File: config.mk
export PLATFORM = sky130hd
export DESIGN_NAME = bsdc_top
export DESIGN_NICKNAME = d
export VERILOG_FILES = /design/src/bsdc_pkg.sv /design/src/bsdc_top.sv
export SDC_FILE = /design/constraint.sdc
export NUM_CORES = 1
export LEC_CHECK = 0
export ABC_CLOCK_PERIOD_IN_PS = 5700
export BUFFER_PORTS_ARGS = -buffer_cell sky130_fd_sc_hd__buf_2
export CORE_MARGIN = 8
export CORE_UTILIZATION = 45
export CTS_BUF_LIST = sky130_fd_sc_hd__clkbuf_16
export DETAILED_ROUTE_END_ITERATION = 8
export SYNTH_ARGS = -nofsm -noshare
export SYNTH_HDL_FRONTEND = slang
export SYNTH_SLANG_ARGS = --single-unit
File: constraint.sdc
create_clock -name clk -period 5.7 [get_ports clk]
set_input_delay 0.285 -clock clk [delete_from_list [all_inputs] [get_ports clk]]
set_output_delay 0.285 -clock clk [all_outputs]
set_load 0.05 [all_outputs]
File: src/bsdc_pkg.sv
// Purpose: shared constants and types for buck supervision and voltage-select control
// Assumes: 100 MHz system clock, APB register access with 8-bit byte addresses
// Notes: time figures are kept in their own unit and turned into cycle counts here
package bsdc_pkg;
  localparam int CLK_PERIOD_NS = 10;
  localparam int CLK_KHZ = 100000;
  localparam int NCONV = 5;
  localparam int NLIN = 5;
  localparam int NDVS = 3;
  localparam int VW = 7;

  // Register byte offsets
  localparam logic [7:0] OFS_CTRL = 8'h00;
  localparam logic [7:0] OFS_PG_MASK = 8'h04;
  localparam logic [7:0] OFS_MON_SEL = 8'h08;
  localparam logic [7:0] OFS_RAIL_MAP = 8'h0c;
  localparam logic [7:0] OFS_DVS_CTRL = 8'h10;
  localparam logic [7:0] OFS_PRIMARY0 = 8'h14;
  localparam logic [7:0] OFS_SECONDARY0 = 8'h20;
  localparam logic [7:0] OFS_CONV_SHORT = 8'h2c;
  localparam logic [7:0] OFS_LIN_SHORT = 8'h30;
  localparam logic [7:0] OFS_THERMAL = 8'h34;
  localparam logic [7:0] OFS_STATUS = 8'h38;
  localparam logic [7:0] OFS_LIN_EN = 8'h3c;

  // Control, secondary and rail-map register field positions
  localparam int CTRL_CONV_EN_LSB = 0;
  localparam int CTRL_FORCED_LSB = 5;
  localparam int CTRL_SINK_LIM = 10;
  localparam int CTRL_THERM_EN = 11;
  localparam int CTRL_IRQ_MASK = 12;
  localparam int CTRL_PG_BOTH = 13;
  localparam int CTRL_COMPMODE = 14;
  localparam int SEC_CMD_BIT = 7;
  localparam int MAP_A_LSB = 8;
  localparam int MAP_B_LSB = 16;

  // Values after reset
  localparam logic [31:0] CTRL_RST = 32'h0000_2c00;
  localparam logic [4:0] PG_MASK_RST = 5'h1e;

  // Short qualification and startup mask, rounded up to whole cycles
  localparam int QUAL_MIN_NS = 155000;
  localparam int QUAL_CYC = (QUAL_MIN_NS + CLK_PERIOD_NS - 1) / CLK_PERIOD_NS;
  localparam int MASK_NS = 2000000;
  localparam int MASK_CYC = (MASK_NS + CLK_PERIOD_NS - 1) / CLK_PERIOD_NS;

  // Fixed ramp: one 10 mV code step at 2.5 mV/us
  localparam int RAMP_UV_PER_US = 2500;
  localparam int CODE_STEP_UV = 10000;
  localparam int RAMP_STEP_NS = CODE_STEP_UV * 1000 / RAMP_UV_PER_US;
  localparam int RAMP_STEP_CYC = RAMP_STEP_NS / CLK_PERIOD_NS;

  // Switching clock limits as periods in system cycles
  localparam int SAT_HI_KHZ = 2700;
  localparam int SAT_LO_KHZ = 1700;
  localparam int FALLBACK_KHZ = 2200;
  localparam logic [7:0] SAT_HI_CYC = 8'(CLK_KHZ / SAT_HI_KHZ);
  localparam logic [7:0] SAT_LO_CYC = 8'(CLK_KHZ / SAT_LO_KHZ);
  localparam logic [7:0] FALLBACK_CYC = 8'(CLK_KHZ / FALLBACK_KHZ);
  localparam logic [7:0] NOCLK_CYC = 8'(2 * (CLK_KHZ / SAT_LO_KHZ));

  typedef enum logic [2:0] {
    MON_NONE = 3'h0,
    MON_RAIL1 = 3'h1,
    MON_RAIL2 = 3'h2,
    MON_COMB = 3'h3,
    MON_RAIL3 = 3'h4,
    MON_RAIL5 = 3'h5
  } bsdc_mon_t;

  typedef struct packed {
    logic [NCONV-1:0] conv_short;
    logic [NLIN-1:0] lin_short;
    logic [NCONV-1:0] conv_vgood;
    logic [NCONV-1:0] conv_igood;
    logic [NCONV-1:0] thermal;
    logic adc_over_limit;
    logic device_enable;
  } bsdc_sense_t;
endpackage : bsdc_pkg

File: src/bsdc_top.sv
// Purpose: supervision, short protection, rails-good and voltage select for buck rails
// Assumes: analog sense levels are asynchronous; APB master on clk; srst synchronous
// Notes: rails 0..4 are converters 1..5, rails 0..2 are voltage-scaling capable
//
// Design decisions made here: the register addresses and the APB interface to the registers.
module bsdc_top #(
  parameter int QUAL_CYC = bsdc_pkg::QUAL_CYC,
  parameter int MASK_CYC = bsdc_pkg::MASK_CYC
) (
  input wire logic clk,
  input wire logic srst,
  input wire logic psel,
  input wire logic penable,
  input wire logic pwrite,
  input wire logic [7:0] paddr,
  input wire logic [31:0] pwdata,
  output logic [31:0] prdata,
  output logic pready,
  output logic pslverr,
  input wire bsdc_pkg::bsdc_sense_t sense,
  input wire logic switch_sync_clock_in,
  input wire logic sleep_request_pin,
  input wire logic rail_enable_pin_a,
  input wire logic rail_enable_pin_b,
  input wire logic dual_phase,
  output logic [4:0] conv_on,
  output logic [4:0] lin_on,
  output logic [4:0] conv_clk_from_sync,
  output logic [7:0] sw_period,
  output logic sync_locked,
  output logic sink_limit_enable,
  output logic [2:0] load_monitor_select,
  output logic rails_good,
  output logic short_irq,
  output logic [2:0][6:0] voltage_code
);
  localparam int QW = $clog2(QUAL_CYC + 1);
  localparam int MW = $clog2(MASK_CYC + 1);
  localparam int SW = $clog2(bsdc_pkg::RAMP_STEP_CYC + 1);
  localparam int NS = $bits(bsdc_pkg::bsdc_sense_t) + 5;

  // Rails covered by a monitor selection; combined rail spans rails 0 and 1 (converters 1 and 2)
  function automatic logic [4:0] mon_rails(input logic [2:0] sel);
    case (sel)
      bsdc_pkg::MON_RAIL1: mon_rails = 5'h01;
      bsdc_pkg::MON_RAIL2: mon_rails = 5'h02;
      bsdc_pkg::MON_COMB: mon_rails = 5'h03;
      bsdc_pkg::MON_RAIL3: mon_rails = 5'h04;
      bsdc_pkg::MON_RAIL5: mon_rails = 5'h10;
      default: mon_rails = 5'h00;
    endcase
  endfunction : mon_rails

  // Two-stage synchroniser for every off-domain input
  logic [NS-1:0] sync1_r;
  logic [NS-1:0] sync2_r;
  always_ff @(posedge clk) begin
    if (srst) begin
      sync1_r <= '0;
      sync2_r <= '0;
    end else begin
      sync1_r <= {sense, switch_sync_clock_in, sleep_request_pin, rail_enable_pin_a,
                  rail_enable_pin_b, dual_phase};
      sync2_r <= sync1_r;
    end
  end

  bsdc_pkg::bsdc_sense_t sn;
  logic sync_clk_s;
  logic sleep_s;
  logic pin_a_s;
  logic pin_b_s;
  logic dual_s;
  assign {sn, sync_clk_s, sleep_s, pin_a_s, pin_b_s, dual_s} = sync2_r;

  // Register state
  logic [31:0] ctrl_r;
  logic [4:0] pg_mask_r;
  logic [2:0] mon_sel_r;
  logic [4:0] map_sleep_r;
  logic [4:0] map_a_r;
  logic [4:0] map_b_r;
  logic [2:0] rf_en_r;
  logic [2:0][6:0] prim_r;
  logic [2:0][7:0] sec_r;
  logic [4:0] lin_en_r;
  logic [4:0] conv_flag_r;
  logic [4:0] lin_flag_r;
  logic [31:0] rd_data;
  logic rd_hit;
  logic mask_active;

  logic setup_ph;
  logic access_done;
  logic wr_en;
  logic rd_done;
  assign setup_ph = psel & ~penable;
  assign access_done = psel & penable & pready;
  assign wr_en = access_done & pwrite & ~pslverr;
  assign rd_done = access_done & ~pwrite & ~pslverr;

  // Zero-wait slave: data and answer prepared in setup, valid through access
  always_ff @(posedge clk) begin
    if (srst) begin
      prdata <= '0;
      pready <= 1'b0;
      pslverr <= 1'b0;
    end else begin
      pready <= setup_ph;
      if (setup_ph) begin
        prdata <= pwrite ? 32'h0000_0000 : rd_data;
        pslverr <= ~rd_hit;
      end
    end
  end

  // Software writes
  always_ff @(posedge clk) begin
    if (srst) begin
      ctrl_r <= bsdc_pkg::CTRL_RST;
      pg_mask_r <= bsdc_pkg::PG_MASK_RST;
      mon_sel_r <= bsdc_pkg::MON_NONE;
      map_sleep_r <= '0;
      map_a_r <= '0;
      map_b_r <= '0;
      rf_en_r <= '0;
      prim_r <= '0;
      sec_r <= '0;
      lin_en_r <= '0;
    end else if (wr_en) begin
      case (paddr)
        bsdc_pkg::OFS_CTRL: ctrl_r <= {17'h0_0000, pwdata[14:0]};
        bsdc_pkg::OFS_PG_MASK: pg_mask_r <= pwdata[4:0];
        bsdc_pkg::OFS_MON_SEL: mon_sel_r <= pwdata[2:0];
        bsdc_pkg::OFS_RAIL_MAP: begin
          map_sleep_r <= pwdata[4:0];
          map_a_r <= pwdata[bsdc_pkg::MAP_A_LSB +: 5];
          map_b_r <= pwdata[bsdc_pkg::MAP_B_LSB +: 5];
        end
        bsdc_pkg::OFS_DVS_CTRL: rf_en_r <= pwdata[2:0];
        bsdc_pkg::OFS_LIN_EN: lin_en_r <= pwdata[4:0];
        default: begin
          for (int d = 0; d < 3; d++) begin
            if (paddr == bsdc_pkg::OFS_PRIMARY0 + 8'(4 * d)) begin
              prim_r[d] <= pwdata[6:0];
            end
            if (paddr == bsdc_pkg::OFS_SECONDARY0 + 8'(4 * d)) begin
              sec_r[d] <= pwdata[7:0];
            end
          end
        end
      endcase
    end
  end

  // Read decode; unmapped offsets answer with an error
  always_comb begin
    rd_data = 32'h0000_0000;
    rd_hit = 1'b1;
    case (paddr)
      bsdc_pkg::OFS_CTRL: rd_data = ctrl_r;
      bsdc_pkg::OFS_PG_MASK: rd_data = {27'h000_0000, pg_mask_r};
      bsdc_pkg::OFS_MON_SEL: rd_data = {29'h0000_0000, mon_sel_r};
      bsdc_pkg::OFS_RAIL_MAP: rd_data = {11'h000, map_b_r, 3'h0, map_a_r, 3'h0, map_sleep_r};
      bsdc_pkg::OFS_DVS_CTRL: rd_data = {29'h0000_0000, rf_en_r};
      bsdc_pkg::OFS_CONV_SHORT: rd_data = {27'h000_0000, conv_flag_r};
      bsdc_pkg::OFS_LIN_SHORT: rd_data = {27'h000_0000, lin_flag_r};
      bsdc_pkg::OFS_THERMAL: rd_data = {27'h000_0000,
                                        sn.thermal & {5{ctrl_r[bsdc_pkg::CTRL_THERM_EN]}}};
      bsdc_pkg::OFS_STATUS: rd_data = {29'h0000_0000, mask_active, sync_locked, rails_good};
      bsdc_pkg::OFS_LIN_EN: rd_data = {27'h000_0000, lin_en_r};
      default: begin
        rd_hit = 1'b0;
        for (int d = 0; d < 3; d++) begin
          if (paddr == bsdc_pkg::OFS_PRIMARY0 + 8'(4 * d)) begin
            rd_data = {25'h000_0000, prim_r[d]};
            rd_hit = 1'b1;
          end
          if (paddr == bsdc_pkg::OFS_SECONDARY0 + 8'(4 * d)) begin
            rd_data = {24'h00_0000, sec_r[d]};
            rd_hit = 1'b1;
          end
        end
      end
    endcase
  end

  // Voltage-scaling target select and ramp for rails 0..2
  logic [2:0] dvs_off;
  logic [2:0] ramping;
  logic [2:0][6:0] cur_r;
  logic [2:0][SW-1:0] step_cnt_r;
  for (genvar d = 0; d < 3; d++) begin : g_dvs
    logic pin_act;
    logic assigned;
    logic use_sec;
    logic [6:0] target;
    assign pin_act = (map_sleep_r[d] & sleep_s) | (map_a_r[d] & pin_a_s) | (map_b_r[d] & pin_b_s);
    assign assigned = map_sleep_r[d] | map_a_r[d] | map_b_r[d];
    assign use_sec = (rf_en_r[d] & assigned) ? ~pin_act : sec_r[d][bsdc_pkg::SEC_CMD_BIT];
    assign target = use_sec ? sec_r[d][6:0] : prim_r[d];
    assign dvs_off[d] = (target == 7'h00);
    assign ramping[d] = (cur_r[d] != target) & ~dvs_off[d];

    // One code step per fixed interval toward the target
    always_ff @(posedge clk) begin
      if (srst) begin
        cur_r[d] <= '0;
        step_cnt_r[d] <= '0;
      end else if (!ramping[d]) begin
        step_cnt_r[d] <= '0;
      end else if (step_cnt_r[d] == SW'(bsdc_pkg::RAMP_STEP_CYC - 1)) begin
        step_cnt_r[d] <= '0;
        cur_r[d] <= (cur_r[d] < target) ? cur_r[d] + 7'h01 : cur_r[d] - 7'h01;
      end else begin
        step_cnt_r[d] <= step_cnt_r[d] + SW'(1);
      end
    end
  end

  // Rail enables: a set flag keeps the rail off until cleared
  logic [4:0] conv_req;
  logic [4:0] lin_req;
  assign conv_req = ctrl_r[bsdc_pkg::CTRL_CONV_EN_LSB +: 5] & ~conv_flag_r
                    & ~{2'b00, dvs_off};
  assign lin_req = lin_en_r & ~lin_flag_r;

  // Startup mask, restarted by device enable and by any rail turning on
  logic [MW-1:0] mask_cnt_r;
  logic rail_rise;
  assign rail_rise = |({conv_req, lin_req} & ~{conv_on, lin_on});
  assign mask_active = (mask_cnt_r != MW'(MASK_CYC));
  always_ff @(posedge clk) begin
    if (srst) begin
      mask_cnt_r <= '0;
    end else if (!sn.device_enable || rail_rise) begin
      mask_cnt_r <= '0;
    end else if (mask_active) begin
      mask_cnt_r <= mask_cnt_r + MW'(1);
    end
  end

  // Per-rail short qualification counters, converters then linear rails
  logic [9:0] short_det;
  logic [9:0] short_set;
  assign short_det = {sn.lin_short, sn.conv_short} & {lin_on, conv_on};
  for (genvar i = 0; i < 10; i++) begin : g_qual
    logic [QW-1:0] cnt_r;
    always_ff @(posedge clk) begin
      if (srst || !short_det[i]) begin
        cnt_r <= '0;
      end else if (cnt_r != QW'(QUAL_CYC)) begin
        cnt_r <= cnt_r + QW'(1);
      end
    end
    assign short_set[i] = short_det[i] & (cnt_r >= QW'(QUAL_CYC - 1)) & ~mask_active;
  end

  // Read clears only the bits that the read returned; a new set always wins
  logic rd_conv;
  logic rd_lin;
  assign rd_conv = rd_done & (paddr == bsdc_pkg::OFS_CONV_SHORT);
  assign rd_lin = rd_done & (paddr == bsdc_pkg::OFS_LIN_SHORT);
  always_ff @(posedge clk) begin
    if (srst) begin
      conv_flag_r <= '0;
      lin_flag_r <= '0;
    end else begin
      conv_flag_r <= (conv_flag_r & ~({5{rd_conv}} & prdata[4:0])) | short_set[4:0];
      lin_flag_r <= (lin_flag_r & ~({5{rd_lin}} & prdata[4:0])) | short_set[9:5];
    end
  end

  // Sync clock period measure with clamp and fallback
  logic sync_d_r;
  logic [7:0] per_cnt_r;
  always_ff @(posedge clk) begin
    if (srst) begin
      sync_d_r <= 1'b0;
      per_cnt_r <= '0;
      sw_period <= bsdc_pkg::FALLBACK_CYC;
      sync_locked <= 1'b0;
    end else begin
      sync_d_r <= sync_clk_s;
      if (sync_clk_s && !sync_d_r) begin
        per_cnt_r <= 8'h01;
        sync_locked <= 1'b1;
        if (per_cnt_r < bsdc_pkg::SAT_HI_CYC) begin
          sw_period <= bsdc_pkg::SAT_HI_CYC;
        end else if (per_cnt_r > bsdc_pkg::SAT_LO_CYC) begin
          sw_period <= bsdc_pkg::SAT_LO_CYC;
        end else begin
          sw_period <= per_cnt_r;
        end
      end else if (per_cnt_r >= bsdc_pkg::NOCLK_CYC) begin
        sync_locked <= 1'b0;
        sw_period <= bsdc_pkg::FALLBACK_CYC;
      end else begin
        per_cnt_r <= per_cnt_r + 8'h01;
      end
    end
  end

  // Rails-good: current check always, voltage check when both selected
  logic [4:0] mon_rails_sel;
  logic [4:0] forced;
  logic [4:0] rail_ok;
  logic [4:0] mask_eff;
  assign forced = ctrl_r[bsdc_pkg::CTRL_FORCED_LSB +: 5];
  assign mon_rails_sel = mon_rails(mon_sel_r);
  assign mask_eff = pg_mask_r | {3'b000, dual_s, 1'b0};
  for (genvar i = 0; i < 5; i++) begin : g_pg
    logic v_ok;
    logic adc_bad;
    assign v_ok = sn.conv_vgood[i] | (ramping[i % 3] & 1'(i < 3));
    assign adc_bad = ctrl_r[bsdc_pkg::CTRL_COMPMODE] & mon_rails_sel[i] & sn.adc_over_limit;
    assign rail_ok[i] = sn.conv_igood[i] & ~adc_bad
                        & (~ctrl_r[bsdc_pkg::CTRL_PG_BOTH] | v_ok);
  end

  // Registered outputs
  always_ff @(posedge clk) begin
    if (srst) begin
      conv_on <= '0;
      lin_on <= '0;
      conv_clk_from_sync <= '0;
      sink_limit_enable <= 1'b1;
      load_monitor_select <= bsdc_pkg::MON_NONE;
      rails_good <= 1'b0;
      short_irq <= 1'b0;
      voltage_code <= '0;
    end else begin
      conv_on <= conv_req;
      lin_on <= lin_req;
      conv_clk_from_sync <= forced;
      sink_limit_enable <= ctrl_r[bsdc_pkg::CTRL_SINK_LIM];
      // Monitoring is meaningful only with every covered rail in forced mode
      load_monitor_select <= ((mon_rails_sel != 5'h00) && ((mon_rails_sel & ~forced) == 5'h00))
                             ? mon_sel_r : bsdc_pkg::MON_NONE;
      rails_good <= &(rail_ok | mask_eff);
      short_irq <= (|{conv_flag_r, lin_flag_r}) & ~ctrl_r[bsdc_pkg::CTRL_IRQ_MASK];
      voltage_code <= cur_r;
    end
  end
endmodule : bsdc_top

**Word-level counts from Yosys, hierarchy flattened**

Index checks and enable logic that the tools add are counted.

- Memory bits (writable): 0
- Bits in read-only memories: 0
- Input bits: 77
- Bits in latches: 0
- Register bits: 465
- Memories: 0

- Multiplexer cells: 33
- Bitwise logic cells: 130
- Equal/unequal tests: 38
- Reduce and logical (&&, ||, !) cells: 58
- $lt $le $gt $ge: 16
- Divide/modulo/power cells: 0
- Multipliers: 0
- Shift-type cells: 0
- Add/subtract/negate cells: 21

Operators with widths:

| kind | number |
|---|---|
| $pmux W32 S10 | 1 |
| $mux W32 | 6 |
| $add A14 B1 Y14 const B | 10 |
| $ge A14 B14 Y1 const B | 10 |
| $ne A14 B14 Y1 const B | 10 |
| $and A1 B1 Y1 | 65 |
| $eq A8 B6 Y1 const B | 8 |
| $mux W7 | 7 |
| $and A5 B5 Y5 | 9 |
| $eq A8 B5 Y1 const B | 4 |
| $mux W8 | 4 |
| $reduce_or A10 Y1 | 3 |
| $add A9 B1 Y9 const B | 3 |
| $eq A9 B9 Y1 const B | 3 |
| $not A5 Y5 | 5 |
| $pmux W5 S5 | 1 |
| $not A1 Y1 | 23 |
| $add A7 B1 Y7 const B | 3 |
| $logic_not A7 Y1 | 3 |
| $lt A7 B7 Y1 | 3 |
| $ne A7 B7 Y1 | 3 |
| $sub A7 B1 Y7 const B | 3 |
| $and A10 B10 Y10 | 2 |
| $or A1 B1 Y1 | 20 |
| other kinds (30) | 87 |

**Logic depth before layout (Yosys ltp)**

- Depth after elaboration: 14
- Mapped depth: 17
- Gate-level depth less buffers: 17

**Worst setup path after synthesis**

OpenSTA, ideal clock, no wires.

- Kind: reg2reg
- From: reg map_b_r[0]
- To: reg cur_r[6] in the netlist's numbering
- Clock period less this slack: 4001 ps
- Stages on the path, launching flop included: 16
- Setup slack: 1699 ps
- Setup time: 123 ps
- Required time: 5577 ps
- Data arrival time: 3878 ps
- Path through: dfxtp_1 -> o31a_1 -> o22ai_4 -> mux2i_1 -> ha_1 -> a21o_1 -> maj3_2 -> a221o_1 -> fa_1 -> a21o_1 -> a21oi_1 -> o21bai_1 -> a21oi_1 -> o2111ai_1 -> mux2i_1 -> mux2_1

- Word-level cells in the longest chain between the ends: 9
- Elaborated cells between the ends (all ways): 14
- Classes of those cells: 1 x order compare; 1 x eq/ne; 3 x mux; 7 x bitwise; 2 x reduce/logical

Ends and longest elaborated chain:

| what | RTL line | text |
|---|---|---|
| start, declared | bsdc_top.sv:82 | `logic [4:0] map_b_r;` |
| start signal, assigned | bsdc_top.sv:138 | `map_b_r <= pwdata[bsdc_pkg::MAP_B_LSB +: 5];` |
| $and A1 B1 Y1 | bsdc_top.sv:198 | `assign pin_act = (map_sleep_r[d] & sleep_s) \| (map_a_r[d] & pin_a_s) \| (map_b_r[d] & pin_b_s);` |
| $or A1 B1 Y1 | bsdc_top.sv:198 |  |
| $not A1 Y1 | bsdc_top.sv:200 | `assign use_sec = (rf_en_r[d] & assigned) ? ~pin_act : sec_r[d][bsdc_pkg::SEC_CMD_BIT];` |
| $mux W1 (*) | bsdc_top.sv:200 |  |
| $mux W7 (*) | bsdc_top.sv:201 | `assign target = use_sec ? sec_r[d][6:0] : prim_r[d];` |
| parallel branches: the longest is 4 deep, another holds $lt A7 B7 Y1 | - |  |
| end signal, assigned by index | bsdc_top.sv:214 | `cur_r[d] <= (cur_r[d] < target) ? cur_r[d] + 7'h01 : cur_r[d] - 7'h01;` |
| end, declared | bsdc_top.sv:191 | `logic [2:0][6:0] cur_r;` |

Every way passes the cells marked *.
A chain may end at the register's enable or synchronous reset.

**Final worst setup path**

- From: reg map_a_r[2]
- To: reg cur_r[20] in the netlist's numbering

- Word-level cells in the longest chain between the ends: 10
- Elaborated cells between the ends (all ways): 16
- Classes of those cells: 1 x order compare; 1 x eq/ne; 3 x mux; 9 x bitwise; 2 x reduce/logical

Ends and longest elaborated chain:

| what | RTL line | text |
|---|---|---|
| start, declared | bsdc_top.sv:81 | `logic [4:0] map_a_r;` |
| start signal, assigned | bsdc_top.sv:137 | `map_a_r <= pwdata[bsdc_pkg::MAP_A_LSB +: 5];` |
| $and A1 B1 Y1 | bsdc_top.sv:198 |  |
| $or A1 B1 Y1 (2 in series) | bsdc_top.sv:198 |  |
| $not A1 Y1 | bsdc_top.sv:200 |  |
| $mux W1 (*) | bsdc_top.sv:200 |  |
| $mux W7 (*) | bsdc_top.sv:201 |  |
| parallel branches: the longest is 4 deep, another holds $lt A7 B7 Y1 | - |  |

Marked as above.

==> impl_metrics.ini <==
[grt]
grt_pass1_wl_mm = 82.4
grt.overflow.total = 0
grt_start_max_net_pins = 122
grt_pass1_vias = 15819
gr-usage-all-layers_pct = 19.6
antenna_found_initial = 11

[timing]
fin_tns_setup_ps = 0
min_period_over_period_pct = 81.6
finalHoldViolCount = 0
worstMarginPinSlew_ps = 1080
skew_ps = 18.5
rsz0062_at_grt = false
setup_viol = 0
timing.fmax_mhz = 215
finalCriticalPeriod_ps = 4650
relSlewSlack_pct = 27.2
finalMaxSlewViolations = 0

[finish]
drive_above_1_share_pct = 10.4
fillCellCount = 4155
syn_to_final_growth_pct = 16.7
final_cell_mix = 453 x dfxtp_1, 354 x nor2_1, 245 x nand2_1, 136 x buf_2, 114 x a21oi_1
final_area_um2 = 23400
final_common_cell = dfxtp_1
fin_nets = 2608

[min_path]
min_path_type = in2reg

[clocking]
clock_sinks = 453
clk_root_buffer_cell = clkbuf_16
clkTransAtPathRegs_ps = 60
cts_buffers = 50
worstSkewPairLatency_ps = 580
cts_tree = done
h-tree-depth = 2
postCtsSetupBuffers = 0
post_cts_resized = 0
cts_buffer_depth = 3

[power_and_ir_drop]
peakVddDrop_uv = 195
leakagePower_nw = 8.73
powerDensity_nw_per_um2 = 288
power_w = 0.00674

[synthesis]
yosysWarnings = 0
synthArstFlopShare_pct = 0
ys_ff_latch = 453
synth-edff-count = 0
synth_area_um2 = 20000
synthCells = 2298
ys.flop_type = dfxtp_1
ys_seq_area_share_pct = 45.2
syn_avg_cell_area_um2 = 8.72
yosys.cell_types.count = 81

[setup_path]
cp_num_buf_inv = 1
crit_slowest_cell = a222oi_1
critPathRequiredTime_ps = 6210
crit_arrival_ps = 5160
start_kind = register
cp-end-kind = register
path_cells = a222oi_1, o22ai_2, mux2i_1, ha_1, nor2b_1, o21ai_0, o221ai_1, a211oi_2, inv_1, ha_1, nor2b_1, o31a_1, o21a_1, nor2_1, xnor2_1, or3_1, a21oi_1
critPathMaxFanout = 7
crit_type = reg2reg
cp_top_family = compound AO/OA/AOI/OAI gates
max_stage_delay_ps = 690

[floorplanning]
initial_core_util_pct = 45.4
io_pins = 162
die_x_um = 227
die_h_um = 227
core-area_um2 = 44100
rows = 77
die_area_um2 = 51600

[route]
drcViolationCount = 0
drtPass1Iterations = 6
totalWireLength_mm = 51.3
detail_route.wl_per_cell_um = 16.6
drt-initial-drc-count = 1023
ant_nets = 0
vias = 16520
avgViaCountPerCell = 5.33

[place]
postPlaceCellArea_um2 = 21200
gp_congestion = 0.922
port_buffers = 137
dp_hpwl_mm = 37.3

[job]
cap_viol_max_count = 0

[status]
outcome = finished clean
cells in the mapped netlist, types with 37 or more instances:
master | number | area [um^2]
dfxtp_1 | 453 | 9070
nor2_1 | 354 | 1330
nand2_1 | 245 | 920
a21oi_1 | 114 | 571
nand3_1 | 100 | 500
nor2b_1 | 92 | 576
xor2_1 | 90 | 788
mux2i_1 | 83 | 831
xnor2_1 | 70 | 613
clkbuf_1 | 69 | 259
ha_1 | 65 | 813
inv_1 | 61 | 229
nor3_1 | 45 | 225
nand4_1 | 44 | 275
o21ai_0 | 43 | 215
and3_1 | 37 | 231
metal layers:
layer | share of wire (%) | GRT usage (%) | wire, um | up-vias
li1 | - | - | - | 8239
met1 | 44 | 25.1 | 22700 | 7759
met2 | 46 | 32.6 | 23800 | 409
met3 | 6.3 | 3.93 | 3240 | 103
met4 | 3.0 | 7.02 | 1520 | 10
met5 | 0.12 | 0 | 61 | -
sequential cells by signal, indices dropped and copies added (netlist names), 18 cells and up:
signal,count
sec_r,24
sync2_r,32
g_qual.cnt_r,140
voltage_code,21
mask_cnt_r,18
cur_r,21
step_cnt_r,27
sync1_r,32
prdata,20
prim_r,21
worst reg2reg max path, stage by stage (launching register included):
cell and delay (ps):
dfxtp_1 370, a222oi_1 690, o22ai_2 320, mux2i_1 190, ha_1 300, nor2b_1 130
o21ai_0 240, o221ai_1 190, a211oi_2 380, inv_1 190, ha_1 350, nor2b_1 150
o31a_1 250, o21a_1 170, nor2_1 110, xnor2_1 80, or3_1 320, a21oi_1 140
through the flow:
| stage | std cells | setup WS (ps) | hold slack (ps) | util [%] |
|---|---|---|---|---|
| final | 3097 | 1050 | 44.6 | 53.0 |
| after global routing | 3096 | 725 | 48.8 | 53.0 |
| after CTS | 3094 | 1030 | 8.86 | 53.0 |
| after detailed placement | 2958 | 1040 | 427 | 48.1 |
| after global placement | 2958 | 1270 | 420 | 48.1 |
| after floorplan | 2309 | 1700 | 406 | - |
area by class of cell:
type | count | area, um^2 | share of cell area (%)
Multi-Input combinational cell | 1708 | 10400 | 44.6
Sequential cell | 453 | 9070 | 38.7
Clock buffer | 51 | 1280 | 5.45
Timing Repair Buffer | 189 | 1210 | 5.17
Tap cell | 592 | 741 | 3.16
Clock inverter | 40 | 440 | 1.88
Inverter | 61 | 229 | 0.978
Antenna cell | 3 | 7.51 | 0.0321
path summary, 6_finish.rpt:
| path | start | end | slack, ps | depth (start not counted) |
|---|---|---|---|---|
| worst max register to register | map_a_r[2] | cur_r[20] | 1050 | 17 |
| worst max-delay path | map_a_r[2] | cur_r[20] | 1050 | 17 |
| worst min register to register | sync1_r[18] | sync2_r[18] | 440 | 1 |
| worst min-delay path | pwdata[6] | ctrl_r[6] | 40 | 3 |
logic make-up after synthesis:
kind of cell,synth area share (%)
buffers and inverters,3.02
other,0.0187
and+or+nand+nor,25.1
muxes,4.42
AOI/OAI and AO/OA,10.7
xor gates and xnor gates,7.07
DFF,45.2
adders and majority gates,4.41
what timing repair did:
| action | in CTS | in global routing |
|---|---|---|
| hold endpoints to repair | 50 | 0 |
| hold buffers | 45 | 0 |
| setup endpoints to repair | 0 | 0 |
power by group:
part / internal (W) / leakage, nW / switching [W]
clock: 0.00207 / 0.863 / 0.00129
combinational: 0.0000642 / 4.21 / 0.000113
sequential: 0.00319 / 3.66 / 0.0000104
No activity file was read; power rests on OpenSTA's default activity.
